--- src/core/bcd_defines.svh ---
`ifndef BCD_DEFINES_SVH
`define BCD_DEFINES_SVH

// ****************************************
// Register port geometry
// ****************************************
`define BCD_ADDR_W       4
`define BCD_DATA_W       8
`define BCD_LEN_W        4

// ****************************************
// Register offsets
// ****************************************
`define BCD_OFS_COMMAND  4'h0
`define BCD_OFS_FLAGS    4'h1

// ****************************************
// Field positions and reset values
// ****************************************
`define BCD_CODE_MSB     2
`define BCD_FLG_CMX      0
`define BCD_FLG_MRQ      1
`define BCD_FLG_SRQ      2
`define BCD_FLG_LOCK     3
`define BCD_FLG_ST_LSB   4
`define BCD_FLG_ST_MSB   5
`define BCD_RDATA_RESET  8'h00

// ****************************************
// Timing counts in sys_clk cycles
// ****************************************
`define BCD_EXEC_CYCLES  4
`define BCD_STOP_CYCLES  1

`endif

--- src/core/bcd_pkg.sv ---
`default_nettype none
package bcd_pkg;

   typedef enum logic [2:0] {
      BCD_CMD_NOP         = 3'h0,
      BCD_CMD_UNLOCK      = 3'h1,
      BCD_CMD_MASTER      = 3'h2,
      BCD_CMD_STOP_MASTER = 3'h3,
      BCD_CMD_UNDEF_A     = 3'h4,
      BCD_CMD_SLAVE       = 3'h5,
      BCD_CMD_STOP_SLAVE  = 3'h6,
      BCD_CMD_UNDEF_B     = 3'h7
   } bcd_code_t;

   typedef enum logic [1:0] {
      BCD_WAIT,
      BCD_MASTER,
      BCD_SLAVE_RX,
      BCD_SLAVE_TX
   } bcd_state_t;

   typedef logic [3:0] bcd_len_t;

endpackage
`default_nettype wire

--- src/core/bcd_exec_if.sv ---
`timescale 1ns/1ns
`default_nettype none
interface bcd_exec_if;
   import bcd_pkg::*;
   logic      start;
   bcd_code_t code;
   bcd_len_t  len;
   logic      busy;
   logic      done;
   bcd_code_t doneCode;

   modport ctl (output start, output code, output len, input busy, input done, input doneCode);
   modport exe (input start, input code, input len, output busy, output done, output doneCode);
endinterface
`default_nettype wire

--- src/core/bcd_bus_command_decoder.sv ---
// Chosen here: the strobed register port and the address map.
`timescale 1ns/1ns
`default_nettype none
`include "bcd_defines.svh"
// Contract
// RL1 - Command register is write-only; reading it gives no meaningful data.
// RL2 - Upper five bits are reserved; writing them changes nothing.
// RL3 - Executing flag is set while a command runs, cleared on entering result.
// RL4 - Code 000 is a no-operation.
// RL5 - Codes 100 and 111 are undefined and do nothing.
// RL6 - Code 001 releases the lock set up by another unit.
// RL7 - Unlock is ignored during slave communication.
// RL8 - Code 010 requests communication as bus master.
// RL9 - Code 011 acts only while master request pending or master running.
// RL10 - Accepted master stop enters wait and clears master request.
// RL11 - Code 101 requests a slave data transfer to the master.
// RL12 - Code 110 acts only while slave request flag is one.
// RL13 - Slave stop before transmission clears request; later master request unanswered.
// RL14 - Slave stop during transmission aborts it, enters wait, clears request.
// RL15 - Each command write gives a one-cycle strobe; field returns to no-operation.
module bcd_bus_command_decoder
   import bcd_pkg::*;
#(
   parameter int unsigned EXEC_CYCLES = `BCD_EXEC_CYCLES,
   parameter int unsigned STOP_CYCLES = `BCD_STOP_CYCLES
) (
   input  wire logic                   sys_clk,
   input  wire logic                   arst_n,
   input  wire logic [`BCD_ADDR_W-1:0] regAddr,
   input  wire logic [`BCD_DATA_W-1:0] regWdata,
   input  wire logic                   regWr,
   input  wire logic                   regRd,
   output logic      [`BCD_DATA_W-1:0] regRdata,
   input  wire logic                   lockSet,
   input  wire logic                   masterStart,
   input  wire logic                   masterEnd,
   input  wire logic                   slaveSelect,
   input  wire logic                   slaveTxReq,
   input  wire logic                   slaveEnd,
   output logic                        cmdStrobe,
   output logic      [2:0]             cmdCode,
   output logic                        cmdExecuting,
   output logic                        masterRequest,
   output logic                        slaveRequest,
   output logic                        lockActive,
   output logic                        slaveAbort,
   output logic                        slaveRespond,
   output logic      [1:0]             busState
);

   // ****************************************
   // Declarations
   // ****************************************
   bcd_exec_if ex ();

   bcd_state_t             state;
   bcd_state_t             next_state;
   bcd_code_t              cmdField;
   bcd_code_t              next_cmdField;
   logic                   next_cmdStrobe;
   logic                   next_cmdExecuting;
   logic                   next_masterRequest;
   logic                   next_slaveRequest;
   logic                   next_lockActive;
   logic                   next_slaveAbort;
   logic                   next_slaveRespond;
   logic [`BCD_DATA_W-1:0] next_regRdata;
   logic                   wrCmd;
   bcd_code_t              wrCode;
   logic                   accept;
   logic                   cmdStart;
   bcd_len_t               cmdLen;

   function automatic logic bcdHit(input logic [`BCD_ADDR_W-1:0] addr,
                                   input logic [`BCD_ADDR_W-1:0] ofs);
      return addr == ofs;
   endfunction

   // ****************************************
   // Command decode and acceptance
   // ****************************************
   always_comb begin
      wrCmd  = regWr && bcdHit(regAddr, `BCD_OFS_COMMAND);
      // Reserved upper bits are simply not looked at
      // RL2 reserved bits dropped
      wrCode = bcd_code_t'(regWdata[`BCD_CODE_MSB:0]);
      accept = 1'b0;
      cmdLen = bcd_len_t'(EXEC_CYCLES);
      case (wrCode)
         // RL7 no unlock in slave
         BCD_CMD_UNLOCK:      accept = (state != BCD_SLAVE_RX) && (state != BCD_SLAVE_TX);
         // RL8 master request
         BCD_CMD_MASTER:      accept = 1'b1;
         // RL9 master stop gate
         BCD_CMD_STOP_MASTER: begin
            accept = masterRequest || (state == BCD_MASTER);
            cmdLen = bcd_len_t'(STOP_CYCLES);
         end
         // RL11 slave transfer request
         BCD_CMD_SLAVE:       accept = 1'b1;
         // RL12 slave stop gate
         BCD_CMD_STOP_SLAVE: begin
            accept = slaveRequest;
            cmdLen = bcd_len_t'(STOP_CYCLES);
         end
         // RL4 RL5 no action codes
         default:             accept = 1'b0;
      endcase
      // A write while busy is dropped; the running command must finish first
      cmdStart = wrCmd && accept && !cmdExecuting;
   end

   assign ex.start = cmdStart;
   assign ex.code  = wrCode;
   assign ex.len   = cmdLen;

   bcd_cmd_timer u_timer (
      .sys_clk (sys_clk),
      .arst_n  (arst_n),
      .exe     (ex.exe)
   );

   // ****************************************
   // Command field and flags
   // ****************************************
   always_comb begin
      next_cmdField      = BCD_CMD_NOP;
      next_cmdStrobe     = 1'b0;
      next_cmdExecuting  = cmdExecuting;
      next_masterRequest = masterRequest;
      next_slaveRequest  = slaveRequest;
      next_lockActive    = lockActive;
      next_slaveAbort    = 1'b0;
      next_slaveRespond  = 1'b0;
      next_state         = state;

      // RL15 strobe then back to no-op
      if (wrCmd) begin
         next_cmdField  = wrCode;
         next_cmdStrobe = 1'b1;
      end

      // Link side progress
      case (state)
         BCD_WAIT: begin
            if (masterStart && masterRequest) begin
               next_state = BCD_MASTER;
            end else if (slaveSelect) begin
               next_state = BCD_SLAVE_RX;
            end
         end
         BCD_MASTER: begin
            if (masterEnd) begin
               next_state         = BCD_WAIT;
               next_masterRequest = 1'b0;
            end
         end
         BCD_SLAVE_RX: begin
            // RL13 no answer without request
            if (slaveTxReq && slaveRequest) begin
               next_state        = BCD_SLAVE_TX;
               next_slaveRespond = 1'b1;
            end else if (slaveEnd) begin
               next_state = BCD_WAIT;
            end
         end
         BCD_SLAVE_TX: begin
            if (slaveEnd) begin
               next_state        = BCD_WAIT;
               next_slaveRequest = 1'b0;
            end
         end
         default: next_state = BCD_WAIT;
      endcase

      // RL3 executing flag
      if (cmdStart) begin
         next_cmdExecuting = 1'b1;
      end
      if (ex.done) begin
         next_cmdExecuting = 1'b0;
         case (ex.doneCode)
            // RL6 release lock
            BCD_CMD_UNLOCK:      next_lockActive = 1'b0;
            BCD_CMD_MASTER:      next_masterRequest = 1'b1;
            // RL10 stop master to wait
            BCD_CMD_STOP_MASTER: begin
               next_masterRequest = 1'b0;
               // Also catches a master start landing in the same cycle
               if (next_state == BCD_MASTER) begin
                  next_state = BCD_WAIT;
               end
            end
            BCD_CMD_SLAVE:       next_slaveRequest = 1'b1;
            // RL13 RL14 stop slave
            BCD_CMD_STOP_SLAVE: begin
               next_slaveRequest = 1'b0;
               next_slaveRespond = 1'b0;
               if (state == BCD_SLAVE_TX) begin
                  next_state      = BCD_WAIT;
                  next_slaveAbort = 1'b1;
               end else if (next_state == BCD_SLAVE_TX) begin
                  // Request withdrawn before the answer went out
                  next_state = BCD_SLAVE_RX;
               end
            end
            default: next_cmdExecuting = 1'b0;
         endcase
      end

      // A lock from another unit wins over a release in the same cycle
      if (lockSet) begin
         next_lockActive = 1'b1;
      end
   end

   // ****************************************
   // Read port
   // ****************************************
   always_comb begin
      next_regRdata = `BCD_RDATA_RESET;
      // RL1 command reads give zero
      if (regRd && bcdHit(regAddr, `BCD_OFS_FLAGS)) begin
         next_regRdata[`BCD_FLG_CMX]                     = cmdExecuting;
         next_regRdata[`BCD_FLG_MRQ]                     = masterRequest;
         next_regRdata[`BCD_FLG_SRQ]                     = slaveRequest;
         next_regRdata[`BCD_FLG_LOCK]                    = lockActive;
         next_regRdata[`BCD_FLG_ST_MSB:`BCD_FLG_ST_LSB]  = state;
      end
   end

   always_ff @(posedge sys_clk or negedge arst_n) begin
      if (!arst_n) begin
         cmdField      <= BCD_CMD_NOP;
         cmdStrobe     <= 1'b0;
         cmdExecuting  <= 1'b0;
         masterRequest <= 1'b0;
         slaveRequest  <= 1'b0;
         lockActive    <= 1'b0;
         slaveAbort    <= 1'b0;
         slaveRespond  <= 1'b0;
         state         <= BCD_WAIT;
         regRdata      <= `BCD_RDATA_RESET;
      end else begin
         cmdField      <= next_cmdField;
         cmdStrobe     <= next_cmdStrobe;
         cmdExecuting  <= next_cmdExecuting;
         masterRequest <= next_masterRequest;
         slaveRequest  <= next_slaveRequest;
         lockActive    <= next_lockActive;
         slaveAbort    <= next_slaveAbort;
         slaveRespond  <= next_slaveRespond;
         state         <= next_state;
         regRdata      <= next_regRdata;
      end
   end

   assign cmdCode  = cmdField;
   assign busState = state;
endmodule // bcd_bus_command_decoder
`default_nettype wire

--- src/core/bcd_cmd_timer.sv ---
`timescale 1ns/1ns
`default_nettype none
`include "bcd_defines.svh"
module bcd_cmd_timer
   import bcd_pkg::*;
(
   input  wire logic   sys_clk,
   input  wire logic   arst_n,
   bcd_exec_if.exe     exe
);
   logic      busy;
   logic      next_busy;
   bcd_len_t  cnt;
   bcd_len_t  next_cnt;
   bcd_code_t code;
   bcd_code_t next_code;

   always_comb begin
      next_busy = busy;
      next_cnt  = cnt;
      next_code = code;
      if (busy) begin
         if (cnt == '0) begin
            next_busy = 1'b0;
         end else begin
            next_cnt = cnt - 1'b1;
         end
      end else if (exe.start) begin
         next_busy = 1'b1;
         next_code = exe.code;
         // A zero length still runs one cycle
         next_cnt  = (exe.len == '0) ? '0 : exe.len - 1'b1;
      end
   end

   always_ff @(posedge sys_clk or negedge arst_n) begin
      if (!arst_n) begin
         busy <= 1'b0;
         cnt  <= '0;
         code <= BCD_CMD_NOP;
      end else begin
         busy <= next_busy;
         cnt  <= next_cnt;
         code <= next_code;
      end
   end

   assign exe.busy     = busy;
   assign exe.done     = busy && (cnt == '0);
   assign exe.doneCode = code;
endmodule // bcd_cmd_timer
`default_nettype wire

--- config.mk ---
export PLATFORM = sky130hd
export DESIGN_NAME = bcd_bus_command_decoder
export DESIGN_NICKNAME = d
export VERILOG_FILES = /design/src/core/bcd_pkg.sv /design/src/core/bcd_exec_if.sv /design/src/core/bcd_bus_command_decoder.sv /design/src/core/bcd_cmd_timer.sv
export VERILOG_INCLUDE_DIRS = /design/src /design/src/core
export SDC_FILE = /design/constraint.sdc
export NUM_CORES = 1
export LEC_CHECK = 0
export BUFFER_PORTS_ARGS = -buffer_cell sky130_fd_sc_hd__buf_2
export CAP_MARGIN = 20
export CELL_PAD_IN_SITES_DETAIL_PLACEMENT = 0
export CELL_PAD_IN_SITES_GLOBAL_PLACEMENT = 2
export CORE_ASPECT_RATIO = 1.1
export CORE_MARGIN = 2
export CORE_UTILIZATION = 32
export CTS_CLUSTER_SIZE = 12
export DETAILED_ROUTE_END_ITERATION = 8
export GPL_TIMING_DRIVEN = 0
export PLACE_DENSITY_LB_ADDON = 0.25
export SYNTH_ARGS = -nofsm -noshare
export SYNTH_HDL_FRONTEND = slang
export SYNTH_SLANG_ARGS = --single-unit
--- constraint.sdc ---
create_clock -name sys_clk -period 4.4 [get_ports sys_clk]
set_clock_uncertainty 0.15 [all_clocks]
set_input_delay 0.88 -clock sys_clk [delete_from_list [all_inputs] [get_ports sys_clk]]
set_output_delay 0.88 -clock sys_clk [all_outputs]
set_load 0.1 [all_outputs]
======== After elaboration in Yosys (flattened, before gate mapping) ========
Cells that the tools add are included.
word-level totals
  register bits ........................... 26
  bits of input ports ..................... 22
  output and inout port bits .............. 20
  logic and storage cells ................. 101
cells by class
  add/subtract/negate cells ............... 2
  equality and inequality tests ........... 19
  mux-type cells .......................... 43
  bitwise operators ....................... 1
  reductions and logical operators ........ 23
operators by type and width
  kind                                                                 number
  1-bit 2-to-1 mux                                                     22
  2-bit 2-to-1 mux                                                     9
  4-bit 2-to-1 mux                                                     4
  3-bit by 2-bit == test with 1-bit output (second input constant)     4
  3-bit == test (second input constant)                                4
  4-bit logical NOT                                                    3
  1-bit logical AND                                                    8
  2-bit one-hot mux with 4 select lines                                1
  2-bit nonzero test                                                   4
  2-bit == test (second input constant)                                3
  3-bit by 1-bit == test with 1-bit output (second input constant)     2
  3-bit 2-to-1 mux                                                     2
  6-bit 2-to-1 mux                                                     1
  2-bit != test (second input constant)                                3
  2-bit AND reduction                                                  3
  2-bit by 1-bit == test with 1-bit output (second input constant)     2
  4-bit by 1-bit == test with 1-bit output (second input constant)     1
  1-bit one-hot mux with 2 select lines                                2
  1-bit one-hot mux with 4 select lines                                1
  2-bit one-hot mux with 2 select lines                                1
  2-bit OR reduction                                                   2
  3-bit by 1-bit subtractor with 4-bit output (second input constant)  1
  4-bit by 1-bit subtractor with 4-bit output (second input constant)  1
  2-bit logical NOT                                                    1
  other kinds (3)                                                      3

======== Logic depth before layout (Yosys ltp) ========
Gate-level depths: netlist of run 1.
  depth in word-level cells ............... 8
  depth in mapped cells ................... 7
  mapped depth without buffers ............ 7

======== Modules after synthesis ========
From an unflattened synthesis of run 1, not the netlist that was laid out.
second synthesis, totals
  cell total of the unflattened synthesis .. 124
  area total of the unflattened synthesis .. 1346.3 um^2
modules (own cells, without submodules)
  module                   instances  cells each  area an instance (um^2)
  bcd_bus_command_decoder  1          80          869.6
  bcd_cmd_timer            1          44          476.7

======== Least setup slack after synthesis of run 1 ========
Ideal clock, no wire load.
  path type ............................... flip-flop to flip-flop
  start ................................... register state[0], in the netlist busState[0]
  end ..................................... register u_timer.cnt[1]
  arrival time ............................ 2.326 ns
  data required time ...................... 4.122 ns
  slack ................................... 1.797 ns
  stages on the path, launching flop included .. 6
  path buffers ............................ 1
  period minus slack after synthesis ...... 2.603 ns
  cell sequence ........................... dfrtp_1 > buf_2 > nor3_1 > o41a_1 > o21ai_4 > mux2_1
on the way
  word-level cells in the longest chain between the ends .. 7
  elaborated cells on any way between the ends .. 10
  classes of those cells .................. eq/ne (3); mux (1); reduce/logical (6)
ends and longest elaborated chain
  item                                                                       line                                                          text
  start, declared                                                            bcd_bus_command_decoder.sv:56                                 bcd_state_t state;
  start signal, assigned                                                     bcd_bus_command_decoder.sv:253                                state <= next_state;
  2-bit by 1-bit == test with 1-bit output or 2-bit != test (tied branches)  bcd_bus_command_decoder.sv:96, bcd_bus_command_decoder.sv:91
  1-bit logical OR or 1-bit logical AND (tied branches)                      bcd_bus_command_decoder.sv:96, bcd_bus_command_decoder.sv:91
  1-bit one-hot mux with 4 select lines *                                    bcd_bus_command_decoder.sv:89                                 case (wrCode)
  1-bit logical AND * (2 in a row)                                           bcd_bus_command_decoder.sv:110                                cmdStart = wrCmd && accept && !cmdExecuting;
  2-bit nonzero test (no line) *                                             n/a
  2-bit AND reduction (no line) *                                            n/a
  end signal, assigned                                                       bcd_cmd_timer.sv:43                                           cnt <= next_cnt;
  end, declared                                                              bcd_cmd_timer.sv:13                                           bcd_len_t cnt;
Mark *: on every way between the ends. The rest lies on a longest branch, timed or not.
A chain may end at the register's enable or synchronous reset.

======== Worst setup path in the final report of run 1 ========
  start ................................... input port regAddr[1]
  end ..................................... register u_timer.cnt[1]
on the way
  word-level cells in the longest chain between the ends .. 6
ends and longest elaborated chain
  item                            line                            text
  start, declared                 bcd_bus_command_decoder.sv:29   input wire logic [`BCD_ADDR_W-1:0] regAddr,
  4-bit logical NOT               bcd_bus_command_decoder.sv:76   return addr == ofs;
  1-bit logical AND               bcd_bus_command_decoder.sv:83   wrCmd = regWr && bcdHit(regAddr, `BCD_OFS_COMMAND);
  1-bit logical AND (2 in a row)  bcd_bus_command_decoder.sv:110
  2-bit nonzero test (no line)    n/a
  2-bit AND reduction (no line)   n/a
No other way between the ends.

==> flow_summary_export.csv, run 1 <==
group,metric,value,unit
routing,final_antenna_net_count,0,
worst_setup_path,rr_startpoint,"u_timer.cnt[0]$_DFFE_PN0P_",
sta,worst_pin_slew,0.587,ns
routing,vias_per_cell,4.85,
routing,drtIter0Drc,56,
clock_tree,cts_tree,"yes",
grt,antenna_found_initial,0,
clock_tree,clock_path_buffers,2,
routing,dr.pass1.iters,4,
finish,drive_gt1_share,28.9,%
floorplanning,die_h,70.9,µm
sta,maxSlewViolCount,0,
sta,hold_ws,0.364,ns
pwr,leakagePower,0.000762,µW
worst_setup_path,path_max_fanout,6,
flow_run,drv_cap,0,
place,gp_congestion,0.755,
grt,grtUsageTotal,13.1,%
floorplanning,core_area,3930,µm²
routing,routed_wl,2830,µm
place,hpwl,2130,µm
sta,hold_viol,0,
clock_tree,post_cts_buffers,0,
synth,synth_most_common_cell,"dfrtp_1",
floorplanning,ioPinCount,42,
worst_setup_path,reg2reg_to,"masterRequest$_DFF_PN0_",
synth,synth_edf_count,0,
routing,routedWlPerCell,13.0,µm
routing,route.detailed.drc,0,
hold_path,min_path_cells,1,
outcome,outcome,"finished, final reports clean",
grt,grt_pass1_vias,1008,
sta,max_freq,425,MHz
synth,synth_area,1300,µm²
synth,synthCells,128,
hold_path,hold_class,"reg -> reg",
synth,synthTopCellsByArea,"dfrtp_1 (50%), and2_1 (4.8%), nand2b_1 (3.4%)",
synth,ys_ff_latch,26,
synth,post-synth-top-area-cell,"dfrtp_1",
synth,ys_top_cells_by_count,"dfrtp_1 (26), and2_1 (10), nor2_1 (10), nand2_1 (8)",
finish,area_growth,21.5,%
worst_setup_path,worst_r2r_path_depth,6,
pwr,p_per_area,535,nW/µm²
sta,period_minus_slack,2.35,ns
floorplanning,initial_core_util,33.1,%
routing,vias,1058,
clock_tree,cts_max_level,1,
clock_tree,clk_pin_slew,0.09,ns
worst_setup_path,worst_ep_required_time,4.41,ns
hold_path,hold_end,"u_timer.cnt[2]$_DFFE_PN0P_",
finish,nNetsFinal,191,
clock_tree,clock_sink_count,26,
finish,antenna_cells,0,
synth,yosysTopAreaCellShare,49.9,%
grt,grt_max_degree,27,
pwr,total_power,847,µW
place,io_buffers,34,
synth,synth_top_flop_cell,"dfrtp_1",
finish,fillCellCount,392,
grt,grt_remaining_overflow,0,
sta,finalCritPeriodShare,53.5,%
floorplanning,fp.dieW,64.9,µm
synth,synthArstFlopShare,100,%
worst_setup_path,cp-end-kind,"register",
clock_tree,hold_buffers,0,
sta,setup_ws,2.05,ns
clock_tree,clk_latency,0.26,ns
synth,ys_warn_count,0,
worst_setup_path,ff2ff_setup_slack,2.29,ns
worst_setup_path,worstPathArrival,2.36,ns
worst_setup_path,worstSetupStartpointType,"input port",
synth,synth_cell_type_count,40,
hold_path,hp-start,"u_timer.cnt[2]$_DFFE_PN0P_",
place,place_ws,1.75,ns
pwr,vdd_drop_max,0.000189,V
clock_tree,cts_resized,0,
sta,grt_setup_unrepaired,"false",
synth,ys_seq_area_share,49.9,%
clock_tree,cts_root_buf,"clkbuf_8",
sta,setup_viol,0,
synth,synth.avg_cell_area,10.2,µm²
clock_tree,cts-buffers-inserted,3,
floorplanning,fp-row-count,24,
grt,grt_pass1_wl,4730,µm
floorplanning,dieArea,4600,µm²
sta,maxSlewHeadroom,60.9,%
sta,fin_setup_tns,0,ns
worst_setup_path,crit_type,"in -> reg",
## sequential cells by signal, summed over array words and instances (netlist names), 2 cells and up
name                  cells
busState                  2
cmdCode                   3
regRdata                  6
u_timer.cnt               4
u_timer.exe.doneCode      3
## stage by stage
stage / cell area, µm² / utilization, % / std cells
2_1_floorplan: 1310 / - / 129
3_3_place_gp: 1540 / 39.2 / 215
3_5_place_dp: 1540 / 39.2 / 215
4_1_cts: 1580 / 40.3 / 218
5_1_grt: 1580 / 40.3 / 218
6_report: 1580 / 40.3 / 218
## layout make-up
cell class	count	area, µm²	share of cell area, %
plain buffers	7	35.0	2.21
clock buffers	3	41.3	2.61
inverters	3	11.3	0.711
multi-input cells	93	611	38.5
flip-flops and latches	26	651	41.1
well taps	52	65.1	4.11
repair buffers	34	170	10.7
## worst max path at each step
stage / startpoint / to / slack, ns / cells past startpoint
final: regAddr[1] / u_timer.cnt[1]$_DFFE_PN0P_ / 2.05 / 7
after global routing: regAddr[1] / u_timer.cnt[1]$_DFFE_PN0P_ / 1.88 / 7
after CTS: regAddr[1] / u_timer.cnt[1]$_DFFE_PN0P_ / 2.03 / 7
after detailed placement: regAddr[1] / u_timer.cnt[1]$_DFFE_PN0P_ / 1.75 / 7
after global placement: regAddr[1] / u_timer.cnt[1]$_DFFE_PN0P_ / 1.78 / 7
after floorplan: busState[0]$_DFF_PN0_ / u_timer.cnt[1]$_DFFE_PN0P_ / 1.80 / 5
## cells in the final DEF, fill, tap and decap left out, types with 2 or more instances in the layout
cell type   n
mux2_2      2
conb_1      2
clkbuf_1    4
nand3b_1    2
o31ai_1     2
nor2_1     10
clkbuf_8    3
buf_4       2
nand2b_1    7
inv_1       3
buf_2      35
dfrtp_1    26
and3_1      2
nand2_1     8
and2_1     10
mux2_1      2
a31oi_1     4
a21oi_1     7
nor3_1      5
nand3_1     4
a211oi_1    2
nor2b_1     3
nor3b_1     3
## logic make-up (layout without fill, tap and decap cells)
| logic type | after synthesis | in the layout | synth area share (%) |
|---|---|---|---|
| multiplexers | 5 | 5 | 5.18 |
| XOR/XNOR | 1 | 1 | 0.672 |
| AND/OR/NAND/NOR | 58 | 58 | 24.2 |
| buffers and inverters | 10 | 47 | 3.55 |
| flip-flops | 26 | 26 | 49.9 |
| AO/OA/AOI/OAI | 26 | 26 | 15.3 |
| adder cells (fa/ha/maj) | 1 | 1 | 0.960 |
| other | 1 | 2 | 0.288 |
## report_power, final
group	internal, µW	total [µW]	switching, µW
registers	284	332	48.0
logic	113	384	271
clock network	61.2	132	71.0
## routing by layer
metal / vias to the layer above / wire, µm / part of all wire (%) / GRT usage (%)
met2: 25 / 1470 / 52 / 24.1
li1: 525 / - / - / -
met4: 0 / 23 / 0.81 / 3.55
met3: 2 / 127 / 4.5 / 1.59
met1: 506 / 1210 / 43 / 15.9
met5: - / 0 / 0 / 0
## critical path, cell delays in order
cell	delay, ns
buf_2	0.09
nor3_1	0.21
and3b_1	0.19
clkbuf_1	0.20
nand3_1	0.21
o21ai_4	0.24
mux2_1	0.34
No activity file was read; power rests on OpenSTA's default activity.
==> inputs of run 2 (changes only) <==
- CORE_UTILIZATION: 32 -> 27
- clock period: 4.4 -> 2 ns (I/O delays scaled with it)
==> run 2 against run 1 <==
  * Cell count increased by 2.8%
  * Critical path depth is 2 lower
  * Sequential share of layout area down 1.7 points
  * Via count up 3.8%
==> flow_summary_export.csv, run 2 (synthesis gave the netlist of run 1 again) <==
group,metric,value,unit
outcome,outcome,"finished, final reports clean",
worst_setup_path,cp_top_family,"compound AO/OA/AOI/OAI gates",
worst_setup_path,max_stage_delay,0.49,ns
clock_tree,clock_sink_count,26,
pwr,p_int,1190,µW
clock_tree,cts-buffers-inserted,3,
worst_setup_path,worst_r2r_path_depth,5,
finish,largest_registers,"regRdata: 6 flops, u_timer.cnt: 4 flops",
grt,grt_pass1_vias,1075,
sta,max_freq,521,MHz
clock_tree,clk_pin_slew,0.10,ns
finish,drive_gt1_share,35.1,%
clock_tree,post_cts_buffers,0,
clock_tree,cts_root_buf,"clkbuf_8",
pwr,leakagePower,0.000783,µW
sta,finalCritPeriodShare,96.0,%
clock_tree,cts_max_level,1,
finish,fillCellCount,481,
grt,grt_remaining_overflow,0,
hold_path,min_path_cells,2,
routing,dr.pass1.iters,4,
worst_setup_path,rr_startpoint,"busState[0]$_DFF_PN0_",
worst_setup_path,crit_chain,"buf_6 > nor3_2 > o41a_1 > o21ai_4 > mux2_4",
floorplanning,dieArea,5400,µm²
routing,route.detailed.drc,0,
finish,nNetsFinal,192,
routing,vias,1098,
sta,hold_viol,0,
finish,regArea,661,µm²
place,hpwl,2340,µm
worst_setup_path,slowest_stage,"o41a_1",
pwr,total_power,2100,µW
floorplanning,die_h,76.9,µm
worst_setup_path,worstPathArrival,1.94,ns
routing,routedWlPerCell,14.0,µm
floorplanning,core_area,4650,µm²
flow_run,drv_cap,0,
pwr,p_per_area,1250,nW/µm²
clock_tree,clock_path_buffers,2,
grt,antenna_found_initial,0,
floorplanning,ioPinCount,42,
grt,grt_max_degree,27,
sta,setup_viol,0,
finish,final_common_cell,"buf_2",
worst_setup_path,ff2ff_setup_slack,0.08,ns
grt,grtUsageTotal,12.2,%
pwr,power_frac_seq,36.2,%
sta,grt_setup_unrepaired,"false",
hold_path,hold_end,"lockActive$_DFFE_PN0P_",
clock_tree,cts_tree,"yes",
finish,multi_input_area,643,µm²
floorplanning,fp-row-count,26,
grt,grt_pass1_wl,5310,µm
worst_setup_path,worst-path-buf-inv,1,
sta,maxSlewViolCount,0,
sta,maxSlewHeadroom,60.7,%
sta,worst_pin_slew,0.589,ns
worst_setup_path,crit_type,"reg -> reg",
worst_setup_path,worstSetupStartpointType,"register",
pwr,p_sw_share,43.5,%
floorplanning,initial_core_util,28.0,%
finish,largest_reg_flops,6,
floorplanning,fp.dieW,70.3,µm
routing,final_antenna_net_count,0,
sta,period_minus_slack,1.92,ns
finish,layout_common_cells,"buf_2 (34), dfrtp_1 (22), nor2_1 (10), and2_1 (10), nand2_1 (8)",
hold_path,hold_class,"in -> reg",
place,gp_congestion,0.757,
routing,drtIter0Drc,67,
finish,antenna_cells,0,
routing,vias_per_cell,4.90,
finish,area_growth,28.7,%
place,io_buffers,34,
sta,fin_setup_tns,0,ns
clock_tree,clk_latency,0.28,ns
pwr,vdd_drop_max,0.000476,V
worst_setup_path,path_max_fanout,10,
worst_setup_path,reg2reg_to,"u_timer.cnt[1]$_DFFE_PN0P_",
worst_setup_path,cp-end-kind,"register",
routing,routed_wl,3140,µm
pwr,clockPowerShare,21.1,%
hold_path,hp-start,"lockSet",
pwr,p_comb_share,42.7,%
pwr,p_sw,916,µW
worst_setup_path,worst_ep_required_time,2.02,ns
finish,regMostFlops,"regRdata",
-- run 2: changes by cell type in the layout (fill, tap and decap cells not counted), sizes merged --
cell	delta
dlygate4sd3	+1
bufinv	+1
-- run 2: final cells by class --
class                      count  share of cell area (%)
clock inverter                 1                    1.79
sequential                    26                    39.4
clock buffer                   3                    2.46
tap                           56                    4.18
multi-input combinational     93                    38.3
inverter                       3                   0.671
timing repair buffer          35                    10.7
buffer                         7                    2.46
-- run 2: worst max-delay path by stage --
stage                     cells past startpoint                        from                                   to
after CTS                                     6  u_timer.cnt[0]$_DFFE_PN0P_           u_timer.cnt[1]$_DFFE_PN0P_
after global routing                          5       busState[0]$_DFF_PN0_  u_timer.exe.doneCode[1]$_DFFE_PN0P_
after floorplan                               5       busState[0]$_DFF_PN0_           u_timer.cnt[1]$_DFFE_PN0P_
after global placement                        7                  regAddr[1]           u_timer.cnt[1]$_DFFE_PN0P_
final                                         5       busState[0]$_DFF_PN0_           u_timer.cnt[1]$_DFFE_PN0P_
after detailed placement                      7                  regAddr[1]           u_timer.cnt[1]$_DFFE_PN0P_
-- run 2: stage by stage --
step / cell area (µm²) / util (%) / hold slack, ns / instances / setup slack, ns
6_report: 1680 / 36.1 / 0.178 / 224 / 0.0798
5_1_grt: 1680 / 36.1 / 0.172 / 224 / 0.0206
4_1_cts: 1660 / 35.7 / 0.165 / 224 / 0.0671
3_5_place_dp: 1570 / 33.8 / 0.300 / 219 / -0.178
3_3_place_gp: 1570 / 33.8 / 0.287 / 219 / -0.151
2_1_floorplan: 1330 / - / -0.0456 / 129 / -0.0681
-- run 2: metal layers --
layer / vias to the layer above / global-route usage, % / share of wire, %
met5: - / 0 / 0
met3: 4 / 2.23 / 4.1
met4: 0 / 4.04 / 1.1
met2: 29 / 20.2 / 51
met1: 533 / 15.9 / 44
li1: 532 / - / -
-- run 2: power by group through the flow --
stage / registers (µW) / logic (µW) / clock network [µW]
floorplan: 1020 / 430 / 0
global placement: 763 / 875 / 0
detailed placement: 766 / 886 / 0
CTS: 758 / 894 / 460
global route: 782 / 965 / 474
finish: 761 / 899 / 444
-- run 2: repair_timing --
item / in CTS / in global routing
hold buffers: 1 / 0
pin swaps: 0 / 0
setup endpoints to repair: 4 / 7
gates resized for setup: 1 / 4
hold endpoints to repair: 26 / 0
